**src/sld_pkg.sv**
```systemverilog
// sld_pkg: shared constants and types for the serial latched driver
// assumes a 20 MHz system clock and a slower serial link sampled by it
package sld_pkg;
	localparam int unsigned SLD_WIDTH     = 32;
	localparam int unsigned SLD_FIFO_DEPTH = 4;
	localparam int unsigned SLD_CLK_NS    = 50;
	// gap from last clock edge to latch enable, kept by the host
	localparam int unsigned SLD_STROBE_GAP_NS = 300;
	localparam int unsigned SLD_STROBE_GAP_CYC = SLD_STROBE_GAP_NS / SLD_CLK_NS;
	localparam logic [SLD_WIDTH-1:0] SLD_ZERO = 32'h0000_0000;

	typedef struct packed {
		logic sclk;
		logic sdata;
		logic strobe;
		logic blank;
	} sld_pins_t;

	typedef logic [SLD_WIDTH-1:0] sld_word_t;
endpackage

```
**src/sld_fifo.sv**
```systemverilog
// sld_fifo: small valid/ready FIFO for shift register snapshots
// assumes one clock, asynchronous active-low reset
`timescale 1ns/10ps
module sld_fifo
	import sld_pkg::*;
#(
	parameter int unsigned WIDTH = SLD_WIDTH,
	parameter int unsigned DEPTH = SLD_FIFO_DEPTH
)
(
	input  wire logic             mclk,
	input  wire logic             arst_n,
	input  wire logic             in_valid,
	output logic                  in_ready,
	input  wire logic [WIDTH-1:0] in_data,
	output logic                  out_valid,
	input  wire logic             out_ready,
	output logic      [WIDTH-1:0] out_data
);
	localparam int unsigned AW = $clog2(DEPTH);
	logic [WIDTH-1:0] mem_q [DEPTH];
	logic [AW-1:0]    wr_q;
	logic [AW-1:0]    rd_q;
	logic [AW:0]      cnt_q;
	logic             push;
	logic             pop;

	assign in_ready  = (cnt_q != (AW+1)'(DEPTH));
	assign out_valid = (cnt_q != '0);
	assign push      = in_valid && in_ready;
	assign pop       = out_valid && out_ready;
	assign out_data  = mem_q[rd_q];

	always_ff @(posedge mclk)
	begin
		if (push)
			mem_q[wr_q] <= in_data;
	end

	always_ff @(posedge mclk or negedge arst_n)
	begin
		if (!arst_n)
		begin
			wr_q  <= '0;
			rd_q  <= '0;
			cnt_q <= '0;
		end
		else
		begin
			if (push)
				wr_q <= (wr_q == AW'(DEPTH-1)) ? '0 : wr_q + 1'b1;
			if (pop)
				rd_q <= (rd_q == AW'(DEPTH-1)) ? '0 : rd_q + 1'b1;
			cnt_q <= cnt_q + (AW+1)'(push) - (AW+1)'(pop);
		end
	end
endmodule

```
**src/sld_driver.sv**
```systemverilog
// sld_driver: 32-position serial-in shift register, latch array and blanked outputs
// assumes the link pins are asynchronous to mclk and slow against it
// Notes on behaviour
// - a rising serial clock captures the serial data input into the first stage.
// - each rising serial clock moves every stage one place toward the serial output.
// - while latch enable is high each latch takes its shift stage value.
// - latches stay transparent and follow the register while latch enable is high.
// - with blanking high every output is low and its source driver is off.
// - blanking never changes the latch contents.
// - with blanking low each output follows its own latch.
// - register, latches and outputs are each 32 positions wide.
`timescale 1ns/10ps
module sld_driver
	import sld_pkg::*;
(
	input  wire logic      mclk,
	input  wire logic      arst_n,
	input  wire sld_pins_t pins,
	output sld_word_t      drv_out,
	output sld_word_t      src_en,
	output logic           sdo,
	output logic           fifo_stall
);
	sld_pins_t meta_q;
	sld_pins_t sync_q;
	logic      sclk_d1_q;
	logic      rise;
	sld_word_t shift_q;
	sld_word_t shift_d;
	sld_word_t latch_q;
	sld_word_t fifo_out;
	logic      fifo_valid;
	logic      fifo_in_ready;
	logic      out_ready;
	logic      sdo_q;

	// two-stage synchroniser for all link pins
	always_ff @(posedge mclk or negedge arst_n)
	begin
		if (!arst_n)
		begin
			meta_q    <= '0;
			sync_q    <= '0;
			sclk_d1_q <= 1'b0;
		end
		else
		begin
			meta_q    <= pins;
			sync_q    <= meta_q;
			sclk_d1_q <= sync_q.sclk;
		end
	end

	// host keeps data stable through the edge, so synchronised data is valid here
	assign rise    = sync_q.sclk && !sclk_d1_q;
	assign shift_d = {shift_q[SLD_WIDTH-2:0], sync_q.sdata};

	// shift register, stalls only if the snapshot buffer is full
	always_ff @(posedge mclk or negedge arst_n)
	begin
		if (!arst_n)
			shift_q <= SLD_ZERO;
		else if (rise && fifo_in_ready)
			shift_q <= shift_d;
	end

	assign fifo_stall = !fifo_in_ready;

	// every new register value is buffered on its way to the latches
	sld_fifo #(
		.WIDTH(SLD_WIDTH),
		.DEPTH(SLD_FIFO_DEPTH)
	) u_fifo (
		.mclk      (mclk),
		.arst_n    (arst_n),
		.in_valid  (rise),
		.in_ready  (fifo_in_ready),
		.in_data   (shift_d),
		.out_valid (fifo_valid),
		.out_ready (out_ready),
		.out_data  (fifo_out)
	);

	// drain always; only transparent latches take the word
	assign out_ready = 1'b1;

	always_ff @(posedge mclk or negedge arst_n)
	begin
		if (!arst_n)
			latch_q <= SLD_ZERO;
		else if (sync_q.strobe)
		begin
			if (fifo_valid)
				latch_q <= fifo_out;
			else
				latch_q <= shift_q;
		end
	end

	always_ff @(posedge mclk or negedge arst_n)
	begin
		if (!arst_n)
			sdo_q <= 1'b0;
		else
			sdo_q <= shift_q[SLD_WIDTH-1];
	end

	assign sdo = sdo_q;

	// output stage: blanking forces low and disables sourcing
	always_ff @(posedge mclk or negedge arst_n)
	begin
		if (!arst_n)
		begin
			drv_out <= SLD_ZERO;
			src_en  <= SLD_ZERO;
		end
		else if (sync_q.blank)
		begin
			drv_out <= SLD_ZERO;
			src_en  <= SLD_ZERO;
		end
		else
		begin
			drv_out <= latch_q;
			src_en  <= latch_q;
		end
	end
endmodule

```
**config.mk**
```make
export PLATFORM = sky130hd
export DESIGN_NAME = sld_driver
export DESIGN_NICKNAME = d
export VERILOG_FILES = /design/src/sld_pkg.sv /design/src/sld_fifo.sv /design/src/sld_driver.sv
export SDC_FILE = /design/constraint.sdc
export NUM_CORES = 1
export LEC_CHECK = 0
export BUFFER_PORTS_ARGS = -buffer_cell sky130_fd_sc_hd__buf_4
export CORE_MARGIN = 2
export CORE_UTILIZATION = 40
export CTS_BUF_LIST = sky130_fd_sc_hd__clkbuf_8
export CTS_CLUSTER_DIAMETER = 100
export DETAILED_ROUTE_END_ITERATION = 16
export GPL_TIMING_DRIVEN = 0
export PLACE_DENSITY_LB_ADDON = 0.25
export SLEW_MARGIN = 20
export SYNTH_ARGS = -nofsm -noshare
export SYNTH_HDL_FRONTEND = slang
export SYNTH_SLANG_ARGS = --single-unit
export TNS_END_PERCENT = 10
```
**constraint.sdc**
```tcl
create_clock -name mclk -period 3.9 [get_ports mclk]
set_clock_uncertainty 0.05 [all_clocks]
set_input_delay 0.78 -clock mclk [delete_from_list [all_inputs] [get_ports mclk]]
set_output_delay 0.78 -clock mclk [all_outputs]
set_load 0.03 [all_outputs]
```
======== Yosys cells after proc, flatten, opt, wreduce, memory -nomap -nowiden ========
Memory sizes are Yosys's and may differ from the RTL's.
Cells that the tools add are included.
storage, ports and cells
  flip-flop bits (word level) ............. 113
  memory bits (writable) .................. 128
  input bits .............................. 6
  output and inout port bits .............. 66
  logic and storage cells ................. 35
  memories ................................ 1
memories
  memory        words  width  rd ports  clocked after memory_dff  write ports  RTL line        source
  u_fifo.mem_q  4      32     1         0                         1            sld_fifo.sv:21  logic [WIDTH-1:0] mem_q [DEPTH];
cells by class
  add/subtract/negate cells ............... 4
  equal/unequal tests ..................... 3
  multiplexer cells ....................... 6
  reduce and logical (&&, ||, !) cells .... 5
operators by type and width
  cell                                         count
  two-way mux 32 bit                           2
  adder 2 x 1 -> 2 bit, second input constant  2
  == test 2 bit, second input constant         2
  two-way mux 2 bit                            2
  adder 3 x 1 -> 3 bit                         1
  != test 3 bit, second input constant         1
  nonzero test 3 bit                           1
  subtractor 3 x 1 -> 3 bit                    1
  logical AND 1 bit                            2
  zero test 1 bit                              2
  two-way mux 1 bit                            2

======== Depth between registers and ports, before layout ========
Gate-level depths: netlist of the first run.
  depth in word-level cells ............... 5
  mapped depth ............................ 10
  mapped depth without buffers ............ 9

======== Hierarchy ========
A second synthesis of the first run with hierarchy kept.
second synthesis, totals
  cells, all modules ...................... 525
  area, all modules ....................... 9359.0 um^2
modules (own cells, without submodules)
  module      instances  cells each  area each (um^2)  sequential area each (um^2)
  sld_fifo    1          206         5057.4            4018.9
  sld_driver  1          319         4301.6            2652.5

======== Worst setup path before layout of the first run ========
Ideal clock, no wire load.
  kind .................................... reg2reg
  from .................................... register u_fifo.cnt_q[1]
  to ...................................... register u_fifo.cnt_q[2]
  data arrival time ....................... 2.288 ns
  data required time ...................... 3.724 ns
  setup slack ............................. 1.436 ns
  stages on the path, launching flop included .. 11
  period minus slack after synthesis ...... 2.464 ns
  cell sequence ........................... dfrtp_1 nor3_2 inv_2 clkbuf_1 ha_1 inv_1 ha_1 inv_1 fa_1 xnor2_1 xnor2_1
between the ends
  cells in the longest elaborated chain, start to end .. 4
  elaborated cells on any way between the ends .. 5
ends and longest elaborated chain
  what                           RTL line        source
  start, declared                sld_fifo.sv:24  logic [AW:0] cnt_q;
  start signal, assigned         sld_fifo.sv:54  cnt_q <= cnt_q + (AW+1)'(push) - (AW+1)'(pop);
  != test 3 bit                  sld_fifo.sv:28  assign in_ready = (cnt_q != (AW+1)'(DEPTH));
  logical AND 1 bit              sld_fifo.sv:30  assign push = in_valid && in_ready;
  adder 3 x 1 -> 3 bit           sld_fifo.sv:54
  subtractor 3 x 1 -> 3 bit (*)  sld_fifo.sv:54
Mark *: on every way between the ends. The rest lies on a longest branch, timed or not.
A chain may end at the register's enable or synchronous reset.

======== Worst setup path in the final report of the first run ========
Ends and elaborated chain as after synthesis.

==> flow_summary.json, run 1 <==
{
  "timing.rr.start": "u_fifo.cnt_q[1]",
  "relSlewSlack_pct": 55.2,
  "io_pins": 72,
  "wl_per_cell_um": 17.8,
  "cts_tree": "yes",
  "netlist_instances": 557,
  "fillers": 1936,
  "worstMarginPinSlew_ns": 0.669,
  "portBuffers": 71,
  "max_freq_mhz": 327,
  "grt_use_total_pct": 15.1,
  "overflow": 0,
  "crit_required_ns": 4.29,
  "grt_pass1_vias": 5201,
  "status": "complete, no violations",
  "grt_max_degree": 69,
  "p_leak_nw": 4.50,
  "power_frac_comb_pct": 28.7,
  "die_w_um": 155,
  "viasPerCell": 4.90,
  "rsz0062_at_grt": "false",
  "grt_pass1_wl_um": 28000,
  "drt-initial-drc-count": 220,
  "die_h_um": 155,
  "syn2layout_area_growth_pct": 20.1,
  "synth-seq-cells": 241,
  "r2r_slack_ns": 0.84,
  "syn-num-nets": 571,
  "cts_buffer_depth": 3,
  "fin_setup_tns_ns": 0,
  "end_kind": "register",
  "cts_resized": 0,
  "period_minus_slack_ns": 3.06,
  "pwr-share-clk_pct": 27.3,
  "final_nets": 688,
  "intPower_mw": 5.72,
  "start_kind": "register",
  "clk_pin_slew_ns": 0.06,
  "clock_latency_ns": 0.53,
  "swShare_pct": 30.9,
  "cts.sinks": 241,
  "p_total_mw": 8.28,
  "core_area_mm2": 0.0226,
  "hold_viol": 0,
  "ys_seq_area_share_pct": 72.8,
  "avgSynthCellArea_um2": 16.4,
  "hpwl_um": 10900,
  "synth_area_mm2": 0.00916,
  "p_switching_mw": 2.56,
  "cts.hold.buffers_added": 0,
  "synth_cell_types": 23,
  "routed_wl_um": 17600,
  "crit_type": "register to register",
  "antenna_found_initial": 0,
  "rows": 55,
  "initial_utilization_pct": 40.6,
  "via_count": 4845,
  "setup_viol": 0,
  "crit_fanout": 10,
  "h-tree-depth": 2,
  "maxCapViolCount": 0,
  "yosysWarnings": 0,
  "gp_congestion": 0.676,
  "post_cts_buffers": 0,
  "cts_made_buffers": 39,
  "drt-pass1-iter-count": 4,
  "report.final.slew_viol_count": 0,
  "fin_crit_sh_pct": 78.5,
  "route.detailed.drc": 0,
  "seqPwrFrac_pct": 44.0,
  "peakVddDrop_mv": 0.203,
  "r2r_end": "u_fifo.cnt_q[2]",
  "rr_worst_depth": 10,
  "hp-class": "input pin to asynchronous set/reset pin",
  "antenna_cells": 0,
  "cts_root_buf": "clkbuf_8",
  "ant_nets": 0,
  "drive_gt1_share_pct": 35.5,
  "worstPathArrival_ns": 3.45,
  "die-area_mm2": 0.0241,
  "powerDensity_mw_per_mm2": 753
}
-- critical path: stages (launching register included) --
cell      delay [ns]
dfrtp_1         0.44
nor3_2          0.58
inv_2           0.19
clkbuf_1        0.33
ha_1            0.38
inv_1           0.06
ha_1            0.13
inv_1           0.05
fa_1            0.41
xnor2_1         0.20
xnor2_1         0.15
-- metal layers --
metal	up-vias	global-route usage [%]	wire, um	part of all wire [%]
li1	2215	-	-	-
met5	-	0	0	0
met3	33	3.40	888	5.0
met4	0	5.16	372	2.1
met2	130	25.8	9030	51
met1	2467	19.2	7330	42
-- placed cells by master, fill, tap and decap left out, drive strengths merged --
cell type / count
edfxtp: 128
buf: 123
dfrtp: 113
nand2: 67
clkbuf: 61
mux2: 34
nor2: 33
nor2b: 32
mux4: 32
a31oi: 32
inv: 18
clkinv: 9
ha: 7
and2: 4
bufinv: 3
nor3b: 2
xnor2: 2
nor3: 2
a21o: 1
fa: 1
-- cells by family (layout without fill, tap and decap cells) --
family	count (synthesis)	after routing	synth area share [%]
AND/OR/NAND/NOR	140	140	6.99
multiplexers	66	66	12.0
flip-flops	241	241	72.8
XOR/XNOR	2	2	0.191
adder cells (fa/ha/maj)	8	8	1.17
AO/OA/AOI/OAI	33	33	2.27
buffers and inverters	67	214	4.49
-- power by group through the flow --
stage | combinational, mW | clock (mW) | sequential, mW
6_report | 2.37 | 2.26 | 3.65
5_1_grt | 2.58 | 2.43 | 3.72
4_1_cts | 2.43 | 2.32 | 3.65
3_5_place_dp | 2.42 | 0 | 3.70
3_3_place_gp | 2.33 | 0 | 3.66
2_1_floorplan | 1.53 | 0 | 3.77
-- worst max-delay path by stage --
stage               startpoint             endpoint  slack, ns  cells past startpoint
4_1_cts        u_fifo.cnt_q[1]      u_fifo.cnt_q[2]       0.84                     10
3_3_place_gp   u_fifo.cnt_q[2]  u_fifo.mem_q[2][19]       0.68                      5
6_report       u_fifo.cnt_q[1]      u_fifo.cnt_q[2]       0.84                     10
2_1_floorplan  u_fifo.cnt_q[1]      u_fifo.cnt_q[2]       1.44                     10
5_1_grt        u_fifo.cnt_q[1]      u_fifo.cnt_q[2]       0.61                     10
3_5_place_dp   u_fifo.cnt_q[1]      u_fifo.cnt_q[2]       0.88                     10
-- flip-flops by register name, indices dropped and copies added (netlist names) --
signal,flops
u_fifo.mem_q,128
drv_out,32
latch_q,32
shift_q,32
meta_q,4
sync_q,3
u_fifo.cnt_q,3
u_fifo.rd_q,2
u_fifo.wr_q,2
sclk_d1_q,1
sdo,1
shift_d,1
-- Yosys cell counts --
master,n,share of area (%)
inv_1,6,0.25
nor3b_2,2,0.27
and2_1,4,0.27
mux4_2,32,7.9
nor3_1,1,0.055
a31oi_1,32,2.2
nor2b_1,32,2.2
clkbuf_1,13,0.53
buf_2,8,0.44
buf_1,1,0.041
nor2_1,33,1.4
dfrtp_1,113,31
buf_6,2,0.25
buf_4,36,3.0
xnor2_1,2,0.19
nor3_2,1,0.11
a21o_1,1,0.082
nand2_1,67,2.7
mux2_2,34,4.2
edfxtp_1,128,42
ha_1,7,0.96
inv_2,1,0.041
fa_1,1,0.22
-- cell type report --
class | instances | area, um2 | share of cell area (%)
flip-flops and latches | 241 | 6670 | 60.6
clock inverters | 23 | 169 | 1.54
repair buffers | 76 | 652 | 5.92
inverters | 7 | 26.3 | 0.239
clock buffers | 48 | 661 | 6.00
multi-input cells | 249 | 2080 | 18.9
well taps | 285 | 357 | 3.24
plain buffers | 60 | 385 | 3.50
-- metrics by stage --
step	area (um2)	utilization (%)	hold slack [ns]	worst slack, ns	cells
2_1_floorplan	9160	-	0.281	1.44	557
3_3_place_gp	10000	44.5	0.283	0.683	913
3_5_place_dp	10200	45.1	0.286	0.876	918
4_1_cts	11000	48.7	0.142	0.842	989
5_1_grt	11000	48.7	0.158	0.610	989
6_report	11000	48.7	0.137	0.838	989
Power figures use the tool's default switching activity.
==> inputs of run 2 (changes only) <==
--- a/config.mk
+++ b/config.mk
@@ -5,6 +5,7 @@
 export SDC_FILE = /design/constraint.sdc
 export NUM_CORES = 1
 export LEC_CHECK = 0
+export ABC_AREA = 1
 export BUFFER_PORTS_ARGS = -buffer_cell sky130_fd_sc_hd__buf_4
 export CORE_MARGIN = 2
 export CORE_UTILIZATION = 40
==> constraint.sdc (replaced) <==
create_clock -name mclk -period 3.2 [get_ports mclk]
set_clock_uncertainty 0.05 [all_clocks]
set_input_delay 0.64 -clock mclk [delete_from_list [all_inputs] [get_ports mclk]]
set_output_delay 0.64 -clock mclk [all_outputs]
set_load 0.03 [all_outputs]
==> run 2 against run 1 <==
Power increased by 29%. Largest power group unchanged. Maximum frequency grew 18%. Register-to-register slack got worse by 0.24 ns. Highest routed layer unchanged. Setup slack lost 0.24 ns.
==> flow_summary.json, run 2 <==
{
  "yosysTopAreaCell": "edfxtp_1",
  "grt_use_total_pct": 16.6,
  "p_switching_mw": 4.00,
  "synth_area_mm2": 0.00987,
  "viasPerCell": 4.60,
  "p_leak_nw": 5.60,
  "layout_common_cells": "nand2_1, edfxtp_1, inv_1",
  "relSlewSlack_pct": 50.7,
  "clk_pin_slew_ns": 0.06,
  "grt_pass1_vias": 6269,
  "maxCapViolCount": 0,
  "crit_fanout": 10,
  "cts_made_buffers": 41,
  "powerDensity_mw_per_mm2": 909,
  "drt-pass1-iter-count": 7,
  "crit_cells": 10,
  "syn2layout_area_growth_pct": 19.5,
  "setup_viol": 0,
  "synth_edf_count": 128,
  "report.final.slew_viol_count": 0,
  "initial_utilization_pct": 40.7,
  "portBuffers": 71,
  "worstMarginPinSlew_ns": 0.740,
  "hold_depth": 1,
  "via_count": 6659,
  "gp_congestion": 0.743,
  "h-tree-depth": 2,
  "fin_util_pct": 48.7,
  "synth-main-ff-cell": "edfxtp_1",
  "ys_seq_area_share_pct": 67.6,
  "route.detailed.drc": 0,
  "rows": 57,
  "peakVddDrop_mv": 0.349,
  "drt-initial-drc-count": 441,
  "worst_slack_ns": 0.596,
  "synth.most_common_cell": "nand2_1",
  "synth.area.top_cells": "edfxtp_1, dfrtp_1, nand2_1, nand3_1, inv_1",
  "pwr-share-clk_pct": 24.9,
  "hold_viol": 0,
  "cts.sinks": 241,
  "fin_crit_sh_pct": 81.4,
  "rr_worst_depth": 10,
  "period_minus_slack_ns": 2.60,
  "ant_nets": 0,
  "drive_gt1_share_pct": 18.1,
  "antenna_found_initial": 0,
  "syn-num-nets": 986,
  "status": "complete, no violations",
  "crit_required_ns": 3.61,
  "hp-class": "input pin to register",
  "cp_slowest_stage_delay_ns": 0.44,
  "critPathBufInv": 3,
  "dp.cells": 1372,
  "async_flop_share_pct": 46.9,
  "netlist_instances": 972,
  "avgSynthCellArea_um2": 10.2,
  "synth_cell_types": 20,
  "rsz0062_at_grt": "false",
  "path_cells": "nor2_4, nand2_2, buf_2, ha_1, inv_1, ha_1, inv_1, fa_1, xnor2_1, xnor2_1",
  "worstPathArrival_ns": 3.02,
  "end_kind": "register",
  "yosysWarnings": 0,
  "grt_pass1_wl_um": 33600,
  "largest_reg_flops": 128,
  "mostFrequentLayoutCell": "nand2_1",
  "io_pins": 72,
  "post_cts_buffers": 0,
  "clock_latency_ns": 0.54,
  "swShare_pct": 37.3,
  "hold_slack_ns": 0.164,
  "die-area_mm2": 0.0259,
  "timing.rr.start": "u_fifo.cnt_q[1]",
  "startpoint": "u_fifo.cnt_q[1]",
  "final_nets": 1106,
  "wl_per_cell_um": 14.7,
  "intPower_mw": 6.72,
  "die_w_um": 161,
  "cts_buffer_depth": 3,
  "cts_tree": "yes",
  "hpwl_um": 13200,
  "instances_no_fill": 1448,
  "antenna_cells": 0,
  "min-delay-start": "pins[1]",
  "cts_root_buf": "clkbuf_8",
  "grt_max_degree": 73,
  "routed_wl_um": 21200,
  "p_total_mw": 10.7,
  "crit_type": "register to register",
  "overflow": 0,
  "critical_path.top_delay_family": "adder cells",
  "power_frac_comb_pct": 34.6,
  "max_freq_mhz": 384,
  "seqPwrFrac_pct": 40.5,
  "slowest_stage": "dfrtp_1",
  "core_area_mm2": 0.0242,
  "start_kind": "register",
  "synth-seq-cells": 241,
  "die_h_um": 161,
  "yosys-top-cells-count": "nand2_1, edfxtp_1, dfrtp_1, inv_1, nand3_1",
  "dp_slack_ns": 0.612,
  "synth_top_area_share_pct": 38.9,
  "regMostFlops": "u_fifo.mem_q"
}
==> run 2: cell count changes after synthesis, moves of 3 or more <==
cell,before,now
o21ai_1,0,9
mux2_2,34,0
nor2_1,33,38
nor2b_1,32,0
a31oi_1,32,0
buf_2,8,26
inv_1,6,110
mux4_2,32,0
o21ai_0,0,27
nand2_1,67,355
and2_1,4,0
nand2_2,0,3
nand3_1,0,96
==> run 2: what timing repair did <==
action,CTS,global route
endpoints found under the hold margin,41,0
hold buffers,1,0
resized for setup,0,0
==> run 2: layout make-up <==
class | instances | area, um2
Clock buffer | 49 | 674
Sequential cell | 241 | 6670
Multi-Input combinational cell | 540 | 2330
Inverter | 112 | 420
Clock inverter | 26 | 134
Fill cell | 2254 | 12500
Timing Repair Buffer | 77 | 684
Tap cell | 324 | 405
Buffer | 79 | 479
==> run 2: worst paths after layout <==
kind | endpoint | slack, ns
max | u_fifo.cnt_q[2] | 0.60
min | meta_q[1] | 0.16
max reg2reg | u_fifo.cnt_q[2] | 0.60
min reg2reg | sync_q[3] | 0.30
max in group asynchronous | shift_q[18] | 1.84
min in group asynchronous | drv_out[25] | 0.54
==> run 2: metrics by stage <==
stage          setup TNS [ns]  area (um2)
6_report                    0       11800
5_1_grt                     0       11800
4_1_cts                     0       11800
3_5_place_dp                0       11000
3_3_place_gp          -117.41       10800
2_1_floorplan               0        9870
==> run 2: layer usage <==
layer	GRT usage [%]	up-vias	wire length, um
met4	5.28	0	428
met3	3.21	38	1250
li1	-	3284	-
met1	22.7	3147	9610
met5	0	-	0
met2	26.9	190	9930
==> run 2: logic make-up after synthesis <==
logic type | count (synthesis) | share of synthesized area (%)
fa+ha+maj | 8 | 1.09
buf+inv | 191 | 9.12
xor+xnor | 2 | 0.178
flops | 241 | 67.6
simple gates | 494 | 20.2
compound gates | 36 | 1.83
==> run 2: power by group through the flow <==
stage | clock network [mW] | logic (mW) | registers (mW)
global route | 2.88 | 4.12 | 4.43
global placement | 0 | 3.61 | 4.39
detailed placement | 0 | 3.73 | 4.40
floorplan | 0 | 2.30 | 4.54
finish | 2.67 | 3.71 | 4.34
CTS | 2.75 | 3.74 | 4.35
==> run 2: worst reg2reg max path, delay by kind of cell (launching register included) <==
kind | cells | cell delay [ns]
adder cells (fa/ha/maj) | 3 | 0.85
flip-flops | 1 | 0.44
AND/OR/NAND/NOR | 2 | 0.50
XOR/XNOR | 2 | 0.33
buffers and inverters | 3 | 0.38
==> inputs of run 3 (changes only) <==
==> constraint.sdc (replaced) <==
create_clock -name mclk -period 2.55 [get_ports mclk]
set_clock_uncertainty 0.05 [all_clocks]
set_input_delay 0.51 -clock mclk [delete_from_list [all_inputs] [get_ports mclk]]
set_output_delay 0.51 -clock mclk [all_outputs]
set_load 0.03 [all_outputs]
==> run 3 against run 2 <==
Design area up 0.21%. Critical path type unchanged. Worst hold slack got worse by 0.13 ns. First-iteration DRC count shrank 6.6%. Sequential power rose by 26%. Clock power up 25%. Via count grew 0.12%. Global-route usage about the same. Clock-buffer cell count stayed put. Flip-flop and latch count unchanged. Sequential share of layout area decreased by 0.12 points. Largest cell class unchanged. Setup slack got worse by 0.45 ns.
==> flow_summary.json, run 3 (synthesis gave the netlist of run 2 again) <==
{
  "r2r_slack_ns": 0.14,
  "fin_crit_sh_pct": 94.4,
  "h-tree-depth": 2,
  "cts_tree": "yes",
  "p_switching_mw": 5.02,
  "drt-pass1-iter-count": 5,
  "place_area_mm2": 0.0110,
  "peakVddDrop_mv": 0.397,
  "drive_gt1_share_pct": 18.1,
  "power_frac_comb_pct": 34.7,
  "crit_type": "register to register",
  "via_count": 6667,
  "final_nets": 1108,
  "overflow": 0,
  "clock_latency_ns": 0.54,
  "final_area_mm2": 0.0118,
  "largest_reg_flops": 128,
  "crit_required_ns": 2.73,
  "layout_common_cells": "nand2_1, edfxtp_1, inv_1",
  "end_kind": "register",
  "cts.sinks": 241,
  "portBuffers": 71,
  "syn2layout_area_growth_pct": 19.8,
  "cts_made_buffers": 41,
  "max_freq_mhz": 415,
  "start_kind": "register",
  "worstPathArrival_ns": 2.59,
  "seqPwrFrac_pct": 40.4,
  "hold_viol": 0,
  "intPower_mw": 8.45,
  "antenna_cells": 0,
  "rows": 57,
  "report.final.slew_viol_count": 0,
  "clk_pin_slew_ns": 0.05,
  "drt-initial-drc-count": 412,
  "swShare_pct": 37.3,
  "mostFrequentLayoutCell": "nand2_1",
  "route.detailed.drc": 0,
  "core_area_mm2": 0.0242,
  "wl_per_cell_um": 14.6,
  "hpwl_um": 13200,
  "antenna_found_initial": 0,
  "pwr-share-clk_pct": 24.9,
  "status": "complete, no violations",
  "relSlewSlack_pct": 52.2,
  "setup_viol": 0,
  "worstMarginPinSlew_ns": 0.717,
  "regMostFlops": "u_fifo.mem_q",
  "gp_congestion": 0.743,
  "cts_root_buf": "clkbuf_8",
  "grt_pass1_wl_um": 33700,
  "die_h_um": 161,
  "grt_max_degree": 73,
  "crit_fanout": 17,
  "maxCapViolCount": 0,
  "ant_nets": 0,
  "routed_wl_um": 21200,
  "p_leak_nw": 5.62,
  "powerDensity_mw_per_mm2": 1140,
  "initial_utilization_pct": 40.7,
  "period_minus_slack_ns": 2.41,
  "hp-class": "input pin to register",
  "die-area_mm2": 0.0259,
  "viasPerCell": 4.60,
  "die_w_um": 161,
  "grt_pass1_vias": 6274,
  "rsz0062_at_grt": "false",
  "fin_setup_tns_ns": 0,
  "cts_buffer_depth": 3,
  "io_pins": 72,
  "grt_use_total_pct": 16.6
}
run 3: cell count changes in the layout (fill, tap and decap cells not counted):
cell	before	now
nand2_4	0	1
clkbuf_4	0	1
buf_4	104	105
nand2_2	3	2
buf_2	26	25
dlygate4sd3_1	1	2
run 3: repair_timing:
item,4_1_cts,5_1_grt
pin swaps,1,0
hold buffers,2,0
gates resized for setup,0,2
endpoints found under the hold margin,42,0
gates cloned,0,0
setup buffers,1,0
setup endpoints to repair,1,1
run 3: final timing paths:
check	startpoint	endpoint	cells after the start
max	u_fifo.cnt_q[1]	u_fifo.mem_q[3][8]	8
min	pins[3]	meta_q[3]	1
min reg2reg	meta_q[3]	sync_q[3]	0
min in group asynchronous	arst_n	drv_out[25]	2
max in group asynchronous	arst_n	u_fifo.wr_q[0]	3
max reg2reg	u_fifo.cnt_q[1]	u_fifo.mem_q[3][8]	8
run 3: power groups by stage:
stage	Combinational (mW)	Clock [mW]	Sequential (mW)
6_report	4.67	3.35	5.45
5_1_grt	5.20	3.62	5.56
4_1_cts	4.71	3.45	5.45
2_1_floorplan	2.89	0	5.70
3_3_place_gp	4.53	0	5.51
3_5_place_dp	4.68	0	5.52
run 3: stage by stage:
step / setup slack [ns] / utilization (%) / hold WS [ns] / std cells / power (mW)
finish: 0.143 / 48.8 / 0.0373 / 1450 / 13.5
global route: 0.00722 / 48.8 / 0.00709 / 1450 / 14.4
CTS: 0.0818 / 48.7 / 0.0000985 / 1450 / 13.6
detailed placement: -0.0381 / 45.3 / 0.291 / 1372 / 10.2
global placement: -1.58 / 44.6 / 0.285 / 1367 / 10.0
floorplan: -0.183 / - / 0.164 / 972 / 8.59
run 3: cell type report:
type	instances	area (um2)
clock inverter	26	134
inverter	112	420
multi-input combinational	540	2330
fill	2251	12400
tap	324	405
timing repair buffer	79	702
sequential	241	6670
buffer	79	482
clock buffer	49	674
run 3: routing by layer:
metal	share of wire, %	wire length [um]	vias to the layer above	global-route usage [%]
met5	0	0	-	0
li1	-	-	3286	-
met1	45	9460	3160	22.8
met3	6.5	1380	35	3.21
met2	47	9990	186	27.0
met4	1.9	397	0	5.28
run 3: worst max-delay path, cell delays in order, from the launching register on:
cell	delay [ns]
dfrtp_1	0.44
nor2_4	0.08
buf_4	0.17
nand2_2	0.10
nand2_2	0.09
buf_6	0.16
buf_4	0.20
nor2_4	0.53
buf_16	0.25
